===== config.mk =====
export PLATFORM = sky130hd
export DESIGN_NAME = meter_alarm_scaling_colour_ctrl
export DESIGN_NICKNAME = d
export VERILOG_FILES = /design/src/core/meter_pkg.sv /design/src/core/meter_alarm_scaling_colour_ctrl.sv
export SDC_FILE = /design/constraint.sdc
export NUM_CORES = 2
export LEC_CHECK = 0
export BUFFER_PORTS_ARGS = -buffer_cell sky130_fd_sc_hd__buf_4
export CELL_PAD_IN_SITES_DETAIL_PLACEMENT = 0
export CELL_PAD_IN_SITES_GLOBAL_PLACEMENT = 2
export CORE_MARGIN = 10
export CORE_UTILIZATION = 43
export DETAILED_ROUTE_END_ITERATION = 16
export PLACE_DENSITY = 0.8
export SLEW_MARGIN = 20
export SYNTH_ARGS = -nofsm -noshare
export SYNTH_HDL_FRONTEND = slang
export SYNTH_SLANG_ARGS = --single-unit

===== constraint.sdc =====
create_clock -name clk -period 60.5 [get_ports clk]
set_input_delay 3.025 -clock clk [delete_from_list [all_inputs] [get_ports clk]]
set_output_delay 3.025 -clock clk [all_outputs]
set_load 0.03 [all_outputs]

===== src/core/meter_pkg.sv =====
// constants, register map and types for the meter alarm, scaling and colour block
package meter_pkg;
	localparam int unsigned CLK_HZ = 200000000;
	localparam int unsigned TICK_MS = 1;
	localparam int unsigned TICK_CYC = CLK_HZ / 1000 * TICK_MS;
	localparam int unsigned SHOW_COUNT_MS = 1500;
	localparam int unsigned HOLD_MS = 2000;
	localparam int unsigned SEC_MS = 1000;
	localparam int unsigned MAX_POINTS = 20;
	localparam int DISP_MIN = -999;
	localparam int DISP_MAX = 9999;
	localparam int X_MIN = -999;
	localparam int X_MAX = 1999;
	localparam int unsigned PCT_MAX = 199;
	localparam int unsigned TMO_MAX = 99;
	localparam int unsigned HYSTERESIS_VALUE_MAX = 999;
	localparam int unsigned FILTER_LEVEL_MAX = 5;
	localparam int unsigned PCT_SCALE = 1000;
	localparam logic [7:0] REG_CTRL = 8'h00;
	localparam logic [7:0] REG_SCALE = 8'h04;
	localparam logic [7:0] REG_LIMIT = 8'h08;
	localparam logic [7:0] REG_COLTH = 8'h0C;
	localparam logic [7:0] REG_POINT = 8'h10;
	localparam logic [7:0] REG_CMD = 8'h14;
	localparam logic [7:0] REG_STAT = 8'h18;
	localparam int unsigned STAT_ERR_BIT = 5;
	localparam logic [1:0] OP_ADD = 2'h1;
	localparam logic [1:0] OP_DEL = 2'h2;
	localparam logic [1:0] OP_EDIT = 2'h3;
	localparam logic [31:0] CTRL_RST = 32'h0000_0000;
	typedef enum logic [2:0] {RM_DISABLED = 3'h0, RM_ON = 3'h1, RM_OFF = 3'h2, RM_IN = 3'h3, RM_OUT = 3'h4,
		RM_REMOTE = 3'h5} rmode_t;
	typedef enum logic [1:0] {CR_KEEP = 2'h0, CR_ON = 2'h1, CR_OFF = 2'h2} crit_t;
	typedef enum logic [1:0] {CH_LIN = 2'h0, CH_SQR = 2'h1, CH_SQRT = 2'h2, CH_USER = 2'h3} char_t;
	typedef enum logic [3:0] {DS_NUMBER = 4'h0, DS_UNDER = 4'h1, DS_OVER = 4'h2, DS_OVFL = 4'h3, DS_FEW = 4'h4,
		DS_ERR = 4'h5, DS_COUNT = 4'h6, DS_ASK = 4'h7, DS_POINT = 4'h8} disp_t;
	typedef enum logic [2:0] {UI_IDLE = 3'h0, UI_COUNT = 3'h1, UI_SELECT = 3'h2, UI_ASK = 3'h3,
		UI_EDIT = 3'h4} ui_t;
	typedef struct packed {
		logic [3:0] rsv;
		logic [1:0] remote_state;
		logic colour_ack_enable;
		logic falling_direction;
		logic extra_threshold_colour_enable;
		logic alarm_colour_enable;
		logic relay2_colour_enable;
		logic relay1_colour_enable;
		logic base_colour_select;
		logic [1:0] dec_point;
		logic [2:0] filter_level;
		logic [1:0] input_range;
		char_t charact;
		crit_t critical_reaction2;
		crit_t critical_reaction1;
		rmode_t mode2;
		rmode_t mode1;
	} ctrl_t;
	typedef struct packed {
		logic signed [15:0] y;
		logic signed [15:0] x;
	} point_t;
	function automatic logic [31:0] full_scale_uv(input logic [1:0] sel);
		logic [31:0] r;
		r = (sel == 2'h0) ? 32'h0000_EA60 : (sel == 2'h1) ? 32'h0001_24F8 :
			(sel == 2'h2) ? 32'h0001_86A0 : 32'h0002_49F0;
		return r;
	endfunction
	function automatic logic in_disp(input logic signed [19:0] v);
		return (v >= DISP_MIN) && (v <= DISP_MAX);
	endfunction
endpackage


===== src/core/meter_alarm_scaling_colour_ctrl.sv =====
// panel meter relay reaction, range, user curve, warning and display colour logic
`timescale 1ns/100ps
module meter_alarm_scaling_colour_ctrl #(
	parameter int unsigned TICK_CYC = meter_pkg::TICK_CYC,
	parameter int unsigned MAX_POINTS = meter_pkg::MAX_POINTS
) (
	// clock and reset
	input wire logic clk,
	input wire logic srst,
	// ahb-lite slave
	input wire logic hsel,
	input wire logic [31:0] haddr,
	input wire logic [1:0] htrans,
	input wire logic hwrite,
	input wire logic [2:0] hsize,
	input wire logic [31:0] hwdata,
	input wire logic hready,
	output logic [31:0] hrdata,
	output logic hreadyout,
	output logic hresp,
	// measurement front end
	input wire logic signed [19:0] input_uv,
	input wire logic signed [19:0] result_value,
	input wire logic [1:0] relay_raw,
	input wire logic frame_rx,
	// front keys up, down, enter, esc
	input wire logic [3:0] keys,
	// relay, alarm and display
	output logic [1:0] relay_out,
	output logic alarm_out,
	output logic colour_red,
	output logic colour_green,
	output meter_pkg::disp_t disp_sel,
	output logic signed [15:0] disp_value,
	output logic [1:0] dec_point,
	output logic [2:0] filter_level,
	output logic [1:0] input_range,
	output meter_pkg::char_t charact
);
	localparam int unsigned DW = $clog2(TICK_CYC);
	localparam logic [10:0] SHOW_T = 11'(meter_pkg::SHOW_COUNT_MS / meter_pkg::TICK_MS);
	localparam logic [10:0] HOLD_T = 11'(meter_pkg::HOLD_MS / meter_pkg::TICK_MS);
	localparam logic [9:0] SEC_T = 10'(meter_pkg::SEC_MS / meter_pkg::TICK_MS);

	// bus
	logic wr_ff;
	logic [7:0] addr_ff;
	logic [31:0] hrdata_ff;
	logic [31:0] rd_mux;
	wire acc = hsel && htrans[1] && hready;
	wire mapped = haddr[31:8] == 24'h00_0000;
	always_ff @(posedge clk) begin
		if (srst) begin
			wr_ff <= 1'b0;
			addr_ff <= 8'h00;
			hrdata_ff <= 32'h0000_0000;
		end else begin
			wr_ff <= acc && hwrite && mapped;
			addr_ff <= haddr[7:0];
			if (acc && !hwrite) begin
				hrdata_ff <= mapped ? rd_mux : 32'h0000_0000;
			end
		end
	end
	assign hrdata = hrdata_ff;
	assign hreadyout = 1'b1;
	assign hresp = 1'b0;

	// configuration registers
	meter_pkg::ctrl_t ctrl_ff;
	logic signed [15:0] lo_ff, hi_ff, th_ff, curve_lo, curve_hi, lo_x, hi_x;
	logic [7:0] pct_ff;
	logic [6:0] tmo_ff;
	logic [9:0] hy_ff;
	meter_pkg::point_t stage_ff;
	meter_pkg::point_t pts_ff [MAX_POINTS];
	logic [4:0] cnt_ff, sel_ff, nxt_sel;
	logic err_ff, dup, show_y_ff, nxt_y, del_mode_ff, del_go;
	meter_pkg::ctrl_t wctrl;
	assign wctrl = meter_pkg::ctrl_t'(hwdata);
	wire user = ctrl_ff.charact == meter_pkg::CH_USER;
	wire signed [15:0] wlo = hwdata[15:0];
	wire signed [15:0] whi = hwdata[31:16];
	wire ctrl_ok = wctrl.filter_level <= 3'(meter_pkg::FILTER_LEVEL_MAX) && wctrl.mode1 <= meter_pkg::RM_REMOTE &&
		wctrl.mode2 <= meter_pkg::RM_REMOTE && wctrl.critical_reaction1 <= meter_pkg::CR_OFF &&
		wctrl.critical_reaction2 <= meter_pkg::CR_OFF;
	wire pair_ok = meter_pkg::in_disp(20'(wlo)) && meter_pkg::in_disp(20'(whi));
	wire pt_ok = wlo >= meter_pkg::X_MIN && wlo <= meter_pkg::X_MAX && meter_pkg::in_disp(20'(whi));
	wire lim_ok = hwdata[7:0] <= 8'(meter_pkg::PCT_MAX) && hwdata[14:8] <= 7'(meter_pkg::TMO_MAX);
	wire col_ok = meter_pkg::in_disp(20'(wlo)) && hwdata[25:16] <= 10'(meter_pkg::HYSTERESIS_VALUE_MAX);
	wire w_ctrl = wr_ff && addr_ff == meter_pkg::REG_CTRL && ctrl_ok;
	wire w_scale = wr_ff && addr_ff == meter_pkg::REG_SCALE && pair_ok && !user;
	wire w_limit = wr_ff && addr_ff == meter_pkg::REG_LIMIT && lim_ok;
	wire w_colth = wr_ff && addr_ff == meter_pkg::REG_COLTH && col_ok;
	wire w_point = wr_ff && addr_ff == meter_pkg::REG_POINT;
	wire w_cmd = wr_ff && addr_ff == meter_pkg::REG_CMD && user;
	wire w_errclr = wr_ff && addr_ff == meter_pkg::REG_STAT && hwdata[meter_pkg::STAT_ERR_BIT];
	wire op_add = w_cmd && hwdata[1:0] == meter_pkg::OP_ADD;
	meter_pkg::ui_t ui_ff, nxt_ui;
	wire brw_go = w_cmd && hwdata[1] && ui_ff == meter_pkg::UI_IDLE;
	wire edit_on = ui_ff == meter_pkg::UI_EDIT;
	wire add_go = op_add && !dup && (edit_on || cnt_ff < 5'(MAX_POINTS));
	wire err_set = (op_add && !add_go) || (w_point && !pt_ok);
	always_ff @(posedge clk) begin
		if (srst) begin
			ctrl_ff <= meter_pkg::ctrl_t'(meter_pkg::CTRL_RST);
			lo_ff <= 16'h0000;
			hi_ff <= 16'h0000;
			pct_ff <= 8'h00;
			tmo_ff <= 7'h00;
			th_ff <= 16'h0000;
			hy_ff <= 10'h000;
			stage_ff <= 32'h0000_0000;
			err_ff <= 1'b0;
			del_mode_ff <= 1'b0;
		end else begin
			if (w_ctrl) ctrl_ff <= {4'h0, hwdata[27:0]};
			if (w_scale) lo_ff <= wlo;
			if (w_scale) hi_ff <= whi;
			if (w_limit) pct_ff <= hwdata[7:0];
			if (w_limit) tmo_ff <= hwdata[14:8];
			if (w_colth) th_ff <= wlo;
			if (w_colth) hy_ff <= hwdata[25:16];
			if (w_point && pt_ok) stage_ff <= hwdata;
			err_ff <= err_set || (err_ff && !w_errclr);
			if (brw_go) del_mode_ff <= hwdata[1:0] == meter_pkg::OP_DEL;
		end
	end

	// user curve points; deletion shifts the tail down to keep the table packed
	always_ff @(posedge clk) begin
		if (srst) begin
			cnt_ff <= 5'h00;
			for (int i = 0; i < MAX_POINTS; i++) pts_ff[i] <= 32'h0000_0000;
		end else if (add_go) begin
			if (edit_on) pts_ff[sel_ff] <= stage_ff;
			else pts_ff[cnt_ff] <= stage_ff;
			if (!edit_on) cnt_ff <= cnt_ff + 5'h01;
		end else if (del_go) begin
			for (int i = 0; i < MAX_POINTS - 1; i++) begin
				if (5'(i) >= sel_ff) pts_ff[i] <= pts_ff[i + 1];
			end
			cnt_ff <= cnt_ff - 5'h01;
		end
	end
	always_comb begin
		dup = 1'b0;
		curve_lo = 16'h0000;
		curve_hi = 16'h0000;
		lo_x = 16'h0000;
		hi_x = 16'h0000;
		for (int i = 0; i < MAX_POINTS; i++) begin
			if (5'(i) < cnt_ff && !(edit_on && 5'(i) == sel_ff) && pts_ff[i].x == stage_ff.x) dup = 1'b1;
		end
		for (int i = 0; i < MAX_POINTS; i++) begin
			// table is unsorted: track running extremes of x
			if (5'(i) < cnt_ff && (i == 0 || pts_ff[i].x < lo_x)) begin
				lo_x = pts_ff[i].x;
				curve_lo = pts_ff[i].y;
			end
			if (5'(i) < cnt_ff && (i == 0 || pts_ff[i].x > hi_x)) begin
				hi_x = pts_ff[i].x;
				curve_hi = pts_ff[i].y;
			end
		end
	end

	// millisecond tick and communication supervision
	logic [DW-1:0] div_ff;
	logic [9:0] ms_ff;
	logic [6:0] secs_ff;
	wire tick = div_ff == DW'(TICK_CYC - 1);
	wire sec_p = tick && ms_ff == SEC_T - 10'h001;
	always_ff @(posedge clk) begin
		if (srst) begin
			div_ff <= '0;
			ms_ff <= 10'h000;
			secs_ff <= 7'h00;
		end else begin
			div_ff <= tick ? '0 : div_ff + 1'b1;
			if (frame_rx) ms_ff <= 10'h000;
			else if (tick) ms_ff <= sec_p ? 10'h000 : ms_ff + 10'h001;
			if (frame_rx) secs_ff <= 7'h00;
			else if (sec_p && secs_ff != 7'h7F) secs_ff <= secs_ff + 7'h01;
		end
	end
	wire comm_lost = tmo_ff != 7'h00 && secs_ff > tmo_ff;

	// permissible range, compared scaled up to avoid a divider
	wire signed [31:0] in_scaled = 32'(input_uv) * 32'sd1000;
	wire [31:0] border = meter_pkg::full_scale_uv(ctrl_ff.input_range) * (32'(meter_pkg::PCT_SCALE) + 32'(pct_ff));
	wire under = input_uv < 20'sd0;
	wire over = in_scaled > $signed(border);
	wire oor = under || over;

	// relays
	function automatic logic relay_next(input meter_pkg::rmode_t m, input meter_pkg::crit_t cr, input logic crit,
		input logic raw, input logic rem, input logic prev);
		logic r;
		if (crit && cr == meter_pkg::CR_ON) r = 1'b1;
		else if (crit && cr == meter_pkg::CR_OFF) r = 1'b0;
		else if (crit) r = prev;
		else if (m == meter_pkg::RM_DISABLED) r = 1'b0;
		else if (m == meter_pkg::RM_REMOTE) r = rem;
		else r = raw;
		return r;
	endfunction
	logic [1:0] relay_ff;
	wire crit1 = (ctrl_ff.mode1 == meter_pkg::RM_REMOTE) ? comm_lost : oor;
	wire crit2 = (ctrl_ff.mode2 == meter_pkg::RM_REMOTE) ? comm_lost : oor;
	always_ff @(posedge clk) begin
		if (srst) relay_ff <= 2'b00;
		else relay_ff <= {relay_next(ctrl_ff.mode2, ctrl_ff.critical_reaction2, crit2, relay_raw[1],
			ctrl_ff.remote_state[1], relay_ff[1]), relay_next(ctrl_ff.mode1, ctrl_ff.critical_reaction1,
			crit1, relay_raw[0], ctrl_ff.remote_state[0], relay_ff[0])};
	end

	// keys are pins: two stages before use
	logic [3:0] ks1_ff, ks2_ff, kp_ff;
	logic [10:0] hold_ff, tmr_ff;
	always_ff @(posedge clk) begin
		if (srst) begin
			ks1_ff <= 4'h0;
			ks2_ff <= 4'h0;
			kp_ff <= 4'h0;
			hold_ff <= 11'h000;
		end else begin
			ks1_ff <= keys;
			ks2_ff <= ks1_ff;
			kp_ff <= ks2_ff;
			if (!ks2_ff[2]) hold_ff <= 11'h000;
			else if (tick && hold_ff != HOLD_T) hold_ff <= hold_ff + 11'h001;
		end
	end
	wire [3:0] krise = ks2_ff & ~kp_ff;
	wire long_p = ks2_ff[2] && tick && hold_ff == HOLD_T - 11'h001;
	wire short_p = !ks2_ff[2] && kp_ff[2] && hold_ff < HOLD_T;

	// point browse for delete and edit
	always_comb begin
		nxt_ui = ui_ff;
		nxt_sel = sel_ff;
		nxt_y = show_y_ff;
		del_go = 1'b0;
		case (ui_ff)
			meter_pkg::UI_IDLE: begin
				if (brw_go) begin
					nxt_ui = meter_pkg::UI_COUNT;
					nxt_sel = 5'h00;
					nxt_y = 1'b0;
				end
			end
			meter_pkg::UI_COUNT: begin
				if (tick && tmr_ff == SHOW_T - 11'h001) begin
					nxt_ui = (cnt_ff == 5'h00) ? meter_pkg::UI_IDLE : meter_pkg::UI_SELECT;
				end
			end
			meter_pkg::UI_SELECT: begin
				if (krise[3]) nxt_ui = meter_pkg::UI_IDLE;
				else if (long_p) nxt_ui = del_mode_ff ? meter_pkg::UI_ASK : meter_pkg::UI_EDIT;
				else if (short_p) nxt_y = !show_y_ff;
				else if (krise[0]) nxt_sel = (sel_ff == cnt_ff - 5'h01) ? 5'h00 : sel_ff + 5'h01;
				else if (krise[1]) nxt_sel = (sel_ff == 5'h00) ? cnt_ff - 5'h01 : sel_ff - 5'h01;
			end
			meter_pkg::UI_ASK: begin
				if (krise[2]) begin
					del_go = 1'b1;
					nxt_ui = meter_pkg::UI_COUNT;
					nxt_sel = 5'h00;
				end else if (krise[3]) begin
					nxt_ui = meter_pkg::UI_SELECT;
				end
			end
			meter_pkg::UI_EDIT: begin
				if (add_go || krise[3]) nxt_ui = meter_pkg::UI_SELECT;
			end
			default: begin
				nxt_ui = meter_pkg::UI_IDLE;
			end
		endcase
		if (!user) nxt_ui = meter_pkg::UI_IDLE;
	end
	always_ff @(posedge clk) begin
		if (srst) begin
			ui_ff <= meter_pkg::UI_IDLE;
			sel_ff <= 5'h00;
			show_y_ff <= 1'b0;
			tmr_ff <= 11'h000;
		end else begin
			ui_ff <= nxt_ui;
			sel_ff <= nxt_sel;
			show_y_ff <= nxt_y;
			tmr_ff <= (nxt_ui != meter_pkg::UI_COUNT || ui_ff != nxt_ui) ? 11'h000 : tmr_ff + 11'(tick);
		end
	end

	// colour threshold with hysteresis and sticky colour events
	logic thr_ff, red_ff, alarm_ff;
	logic [3:0] ev_ff, src_q_ff;
	wire signed [20:0] up_b = 21'(th_ff) + 21'(hy_ff);
	wire signed [20:0] dn_b = 21'(th_ff) - 21'(hy_ff);
	wire above = 21'(result_value) > up_b;
	wire below = 21'(result_value) < dn_b;
	wire [3:0] src = {thr_ff, oor, relay_ff};
	wire [3:0] en = {ctrl_ff.extra_threshold_colour_enable, ctrl_ff.alarm_colour_enable,
		ctrl_ff.relay2_colour_enable, ctrl_ff.relay1_colour_enable};
	wire [3:0] ev_rise = src & ~src_q_ff & en;
	wire ack = ctrl_ff.colour_ack_enable && |krise;
	always_ff @(posedge clk) begin
		if (srst) begin
			thr_ff <= 1'b0;
			ev_ff <= 4'h0;
			src_q_ff <= 4'h0;
			red_ff <= 1'b0;
			alarm_ff <= 1'b0;
		end else begin
			if (ctrl_ff.falling_direction ? below : above) thr_ff <= 1'b1;
			else if (ctrl_ff.falling_direction ? above : below) thr_ff <= 1'b0;
			src_q_ff <= src;
			ev_ff <= (ev_ff & ~{4{ack}}) | ev_rise;
			red_ff <= ctrl_ff.base_colour_select ^ (|ev_ff);
			alarm_ff <= oor;
		end
	end

	// display selection
	meter_pkg::disp_t ds_ff, nxt_ds;
	logic signed [15:0] dv_ff, nxt_dv;
	always_comb begin
		nxt_dv = result_value[15:0];
		if (ui_ff == meter_pkg::UI_COUNT) nxt_ds = meter_pkg::DS_COUNT;
		else if (ui_ff == meter_pkg::UI_ASK) nxt_ds = meter_pkg::DS_ASK;
		else if (ui_ff != meter_pkg::UI_IDLE) nxt_ds = meter_pkg::DS_POINT;
		else if (err_ff) nxt_ds = meter_pkg::DS_ERR;
		else if (under) nxt_ds = meter_pkg::DS_UNDER;
		else if (over) nxt_ds = meter_pkg::DS_OVER;
		else if (user && cnt_ff < 5'h02) nxt_ds = meter_pkg::DS_FEW;
		else if (!meter_pkg::in_disp(result_value)) nxt_ds = meter_pkg::DS_OVFL;
		else nxt_ds = meter_pkg::DS_NUMBER;
		if (ui_ff == meter_pkg::UI_COUNT) nxt_dv = 16'(cnt_ff);
		else if (nxt_ds == meter_pkg::DS_POINT) nxt_dv = show_y_ff ? pts_ff[sel_ff].y : pts_ff[sel_ff].x;
	end
	always_ff @(posedge clk) begin
		if (srst) begin
			ds_ff <= meter_pkg::DS_NUMBER;
			dv_ff <= 16'h0000;
		end else begin
			ds_ff <= nxt_ds;
			dv_ff <= nxt_dv;
		end
	end
	assign disp_sel = ds_ff;
	assign disp_value = dv_ff;
	assign relay_out = relay_ff;
	assign alarm_out = alarm_ff;
	assign colour_red = red_ff;
	assign colour_green = !red_ff;
	assign dec_point = ctrl_ff.dec_point;
	assign filter_level = ctrl_ff.filter_level;
	assign input_range = ctrl_ff.input_range;
	assign charact = ctrl_ff.charact;

	// register read
	always_comb begin
		if (haddr[7:0] == meter_pkg::REG_CTRL) rd_mux = ctrl_ff;
		else if (haddr[7:0] == meter_pkg::REG_SCALE) rd_mux = user ? {curve_hi, curve_lo} : {hi_ff, lo_ff};
		else if (haddr[7:0] == meter_pkg::REG_LIMIT) rd_mux = {17'h0, tmo_ff, pct_ff};
		else if (haddr[7:0] == meter_pkg::REG_COLTH) rd_mux = {6'h0, hy_ff, th_ff};
		else if (haddr[7:0] == meter_pkg::REG_POINT) rd_mux = stage_ff;
		else if (haddr[7:0] == meter_pkg::REG_STAT) rd_mux = {4'h0, ev_ff, show_y_ff, sel_ff, ui_ff, ds_ff,
			comm_lost, oor, relay_ff, red_ff, err_ff, cnt_ff};
		else rd_mux = 32'h0000_0000;
	end
endmodule


==> flow_metrics.tcl <==
set metrics [dict create \
    hold_path_class "flip-flop to flip-flop" \
    critPathMostFrequentCell "a21oi_1" \
    grt-ovfl-total 0 \
    final_common_cell "edfxtp_1" \
    syn_avg_cell_area_um2 9.87 \
    io_buffer_count 182 \
    synth_cells 10400 \
    top_layer_used "met5" \
    final_layout_size_suffix_gt1_share_pct 13.4 \
    internal_power_mw 1.68 \
    crit_required_ns 61.16 \
    p_clk_share_pct 40.1 \
    ctsRootBufferMaster "clkbuf_16" \
    pin_count 189 \
    wl_met1_um 173000 \
    crit_fanout 60 \
    max-slew-margin-rel_pct 15.2 \
    grt_first_pass_wirelength_um 599000 \
    synth_flop_cell "edfxtp_1" \
    combinationalPowerShare_pct 15.3 \
    placementRows 179 \
    start_kind "flip-flop" \
    reg2reg_to "hrdata[4]$_SDFFE_PP0P_" \
    initial_utilization_pct 43.2 \
    wire_per_inst_um 31.0 \
    vias_per_cell 6.37 \
    finalHoldViolCount 0 \
    num-fill-cells 22200 \
    setup_violations 0 \
    critPathMaxStageDelay_ns 0.72 \
    placed_cell_area_mm2 0.108 \
    drc_errors 0 \
    power.switching_uw 664 \
    synth-seq-area-share_pct 35.3 \
    die_height_um 510 \
    worst_pin_slew_ns 1.25 \
    post-dp-hpwl_um 310000 \
    regArea_mm2 0.0365 \
    synth-edff-count 992 \
    clock.fmax_mhz 17.8 \
    post-place-ws_ns 4.03 \
    cts_tree "yes" \
    endpoint "hrdata[4]$_SDFFE_PP0P_" \
    design.core.area_mm2 0.238 \
    ant_nets 0 \
    clk_pin_slew_ns 0.06 \
    layout_min_cycle_time_ns 56.12 \
    min_period_over_period_pct 92.8 \
    r2r_slack_ns 4.38 \
    first_iter_violations 10700 \
    power.density_mw_per_mm2 20.8 \
    syn2layout_area_growth_pct 9.57 \
    clockBufferDepth 3 \
    dr.pass1.iters 9 \
    final_area_mm2 0.113 \
    cp-end-kind "flip-flop" \
    yosys_warnings 0 \
    final_cell_mix "edfxtp_1 (992), nand2_1 (879), ha_1 (806)" \
    tns_ns 0 \
    critPathLaunch "cnt_ff[4]$_SDFFE_PP0P_" \
    routabilityCongestion 0.975 \
    postCtsHoldBufs 0 \
    arrival_ns 56.78 \
    vias 86400 \
    syn_area_mm2 0.103 \
    wl_met3_um 46000 \
    cts_buffers 150 \
    cts_max_level 4 \
    outcome "finished, final reports clean" \
    maxSlewViolCount 0 \
    antenna_found_initial 28 \
    routed_wl_um 420000 \
    p_leak_nw 43.4 \
    routed-wl-met2_um 184000 \
    multi_input_area_mm2 0.0617 \
    hold_ws_ns 0.438 \
    die_w_um 510 \
    ys_types 121 \
    seqPwrFrac_pct 44.6 \
    setup_slack_ns 4.38 \
    synth_nets 11600 \
    grt_pass1_vias 82400 \
    worstSetupPathType "flip-flop to flip-flop" \
    clock_skew_ns 0.0440 \
    clock_sinks 1320 \
    irDropWorstVdd_mv 0.0231 \
    rsz0062_at_grt "no" \
    postSynth.asyncResetShare_pct 0 \
    r2r_start "cnt_ff[4]$_SDFFE_PP0P_" \
    die_area_mm2 0.260 \
    ys_ff_latch 1320 \
    insertion_delay_ns 0.81 \
    cp_slowest_cell "or3_1" \
    finalPower_mw 2.34 \
    grt_start_max_net_pins 160 \
    drv_cap 0 \
    switching_share_pct 28.3 \
    ff2ff_path_depth 258 \
    final_nets 11400 \
    track_usage_pct 31.2 \
    holdPathStages 1 \
]
-- layout make-up --
type | count | share of cell area, %
Antenna cell | 6 | 0.0133
Sequential cell | 1320 | 32.3
Multi-Input combinational cell | 7674 | 54.7
Clock inverter | 74 | 0.742
Clock buffer | 201 | 3.62
Timing Repair Buffer | 411 | 2.80
Inverter | 713 | 2.37
Tap cell | 3167 | 3.51
-- cell families (layout without fill, tap and decap cells) --
family,count (synthesis),after routing,synth area share (%)
DFF,1320,1320,35.3
other,2,8,0.00729
adders and majority gates,995,995,13.4
and+or+nand+nor,2741,2742,12.6
buffers and inverters,1454,1399,5.41
xor gates and xnor gates,475,475,4.04
AOI/OAI and AO/OA,2705,2706,17.6
muxes,753,754,11.7
-- cells in the mapped netlist (44+ instances only) --
| cell type | count | share of area (%) |
|---|---|---|
| nor2b_1 | 139 | 0.84 |
| a211o_1 | 55 | 0.47 |
| nor2_1 | 768 | 2.8 |
| and2_1 | 69 | 0.42 |
| buf_1 | 89 | 0.32 |
| ha_1 | 806 | 9.8 |
| o211ai_1 | 61 | 0.44 |
| nor3_1 | 88 | 0.43 |
| dfxtp_1 | 328 | 6.4 |
| edfxtp_1 | 992 | 29 |
| nor4_1 | 82 | 0.50 |
| and3_1 | 62 | 0.38 |
| inv_1 | 712 | 2.6 |
| clkbuf_1 | 617 | 2.2 |
| a21oi_1 | 776 | 3.8 |
| a22o_1 | 573 | 4.9 |
| o21ai_0 | 607 | 2.9 |
| a31oi_1 | 44 | 0.27 |
| mux2_2 | 183 | 2.0 |
| a211oi_1 | 74 | 0.54 |
| a21o_1 | 114 | 0.83 |
| mux2i_1 | 226 | 2.2 |
| nand4_1 | 170 | 1.0 |
| xnor2_1 | 256 | 2.2 |
| xor2_1 | 218 | 1.9 |
| nand2_1 | 883 | 3.2 |
| fa_1 | 182 | 3.5 |
| nand3_1 | 160 | 0.78 |
| nand2b_1 | 142 | 0.86 |
| mux4_2 | 336 | 7.3 |
-- flip-flops by register name (all words and copies together) (netlist names), 10 cells and up, named ones only --
name        cells
lo_ff          16
stage_ff       32
ctrl_ff        19
hold_ff        11
disp_value     16
pts_ff       1024
th_ff          16
ms_ff          10
tmr_ff         11
hrdata         32
div_ff         18
hi_ff          16
hy_ff          10
-- worst min-delay path by stage --
stage / from / endpoint / slack [ns]
finish: ks1_ff[1]$_SDFF_PP0_ / ks2_ff[1]$_SDFF_PP0_ / 0.44
global route: ks1_ff[1]$_SDFF_PP0_ / ks2_ff[1]$_SDFF_PP0_ / 0.46
CTS: ks1_ff[1]$_SDFF_PP0_ / ks2_ff[1]$_SDFF_PP0_ / 0.44
detailed placement: ks1_ff[1]$_SDFF_PP0_ / ks2_ff[1]$_SDFF_PP0_ / 0.43
global placement: ks1_ff[1]$_SDFF_PP0_ / ks2_ff[1]$_SDFF_PP0_ / 0.43
floorplan: ks2_ff[1]$_SDFF_PP0_ / kp_ff[1]$_SDFF_PP0_ / 0.40
-- routing by layer --
metal	vias up	global-route usage, %
li1	38200	-
met1	42800	43.0
met4	30	11.4
met5	-	0
met2	4669	47.7
met3	719	7.59
-- critical path: cells and delay by family, from the launching register on --
| kind | cells | cell delay [ns] |
|---|---|---|
| adders and majority gates | 19 | 5.26 |
| buffers and inverters | 32 | 8.68 |
| muxes | 16 | 6.53 |
| DFF | 1 | 0.33 |
| and+or+nand+nor | 86 | 12.91 |
| AOI/OAI and AO/OA | 105 | 21.89 |
-- power by group through the flow --
stage / Combinational (mW) / Clock [mW] / Sequential [mW]
4_1_cts: 0.361 / 0.943 / 1.04
2_1_floorplan: 0.250 / 0 / 1.04
6_report: 0.358 / 0.940 / 1.05
3_3_place_gp: 0.352 / 0 / 1.06
3_5_place_dp: 0.358 / 0 / 1.06
5_1_grt: 0.407 / 0.980 / 1.05
-- what timing repair did --
item,4_1_cts,5_1_grt
resized for setup,0,9
endpoints found under the setup margin,0,32
buffers inserted,0,8
-- stage by stage --
stage,instances,utilization (%)
final,13600,47.4
after global routing,13600,47.4
after CTS,13500,47.3
after detailed placement,13300,45.3
after global placement,13300,45.2
after floorplan,10400,-
No activity file was read; power rests on OpenSTA's default activity.
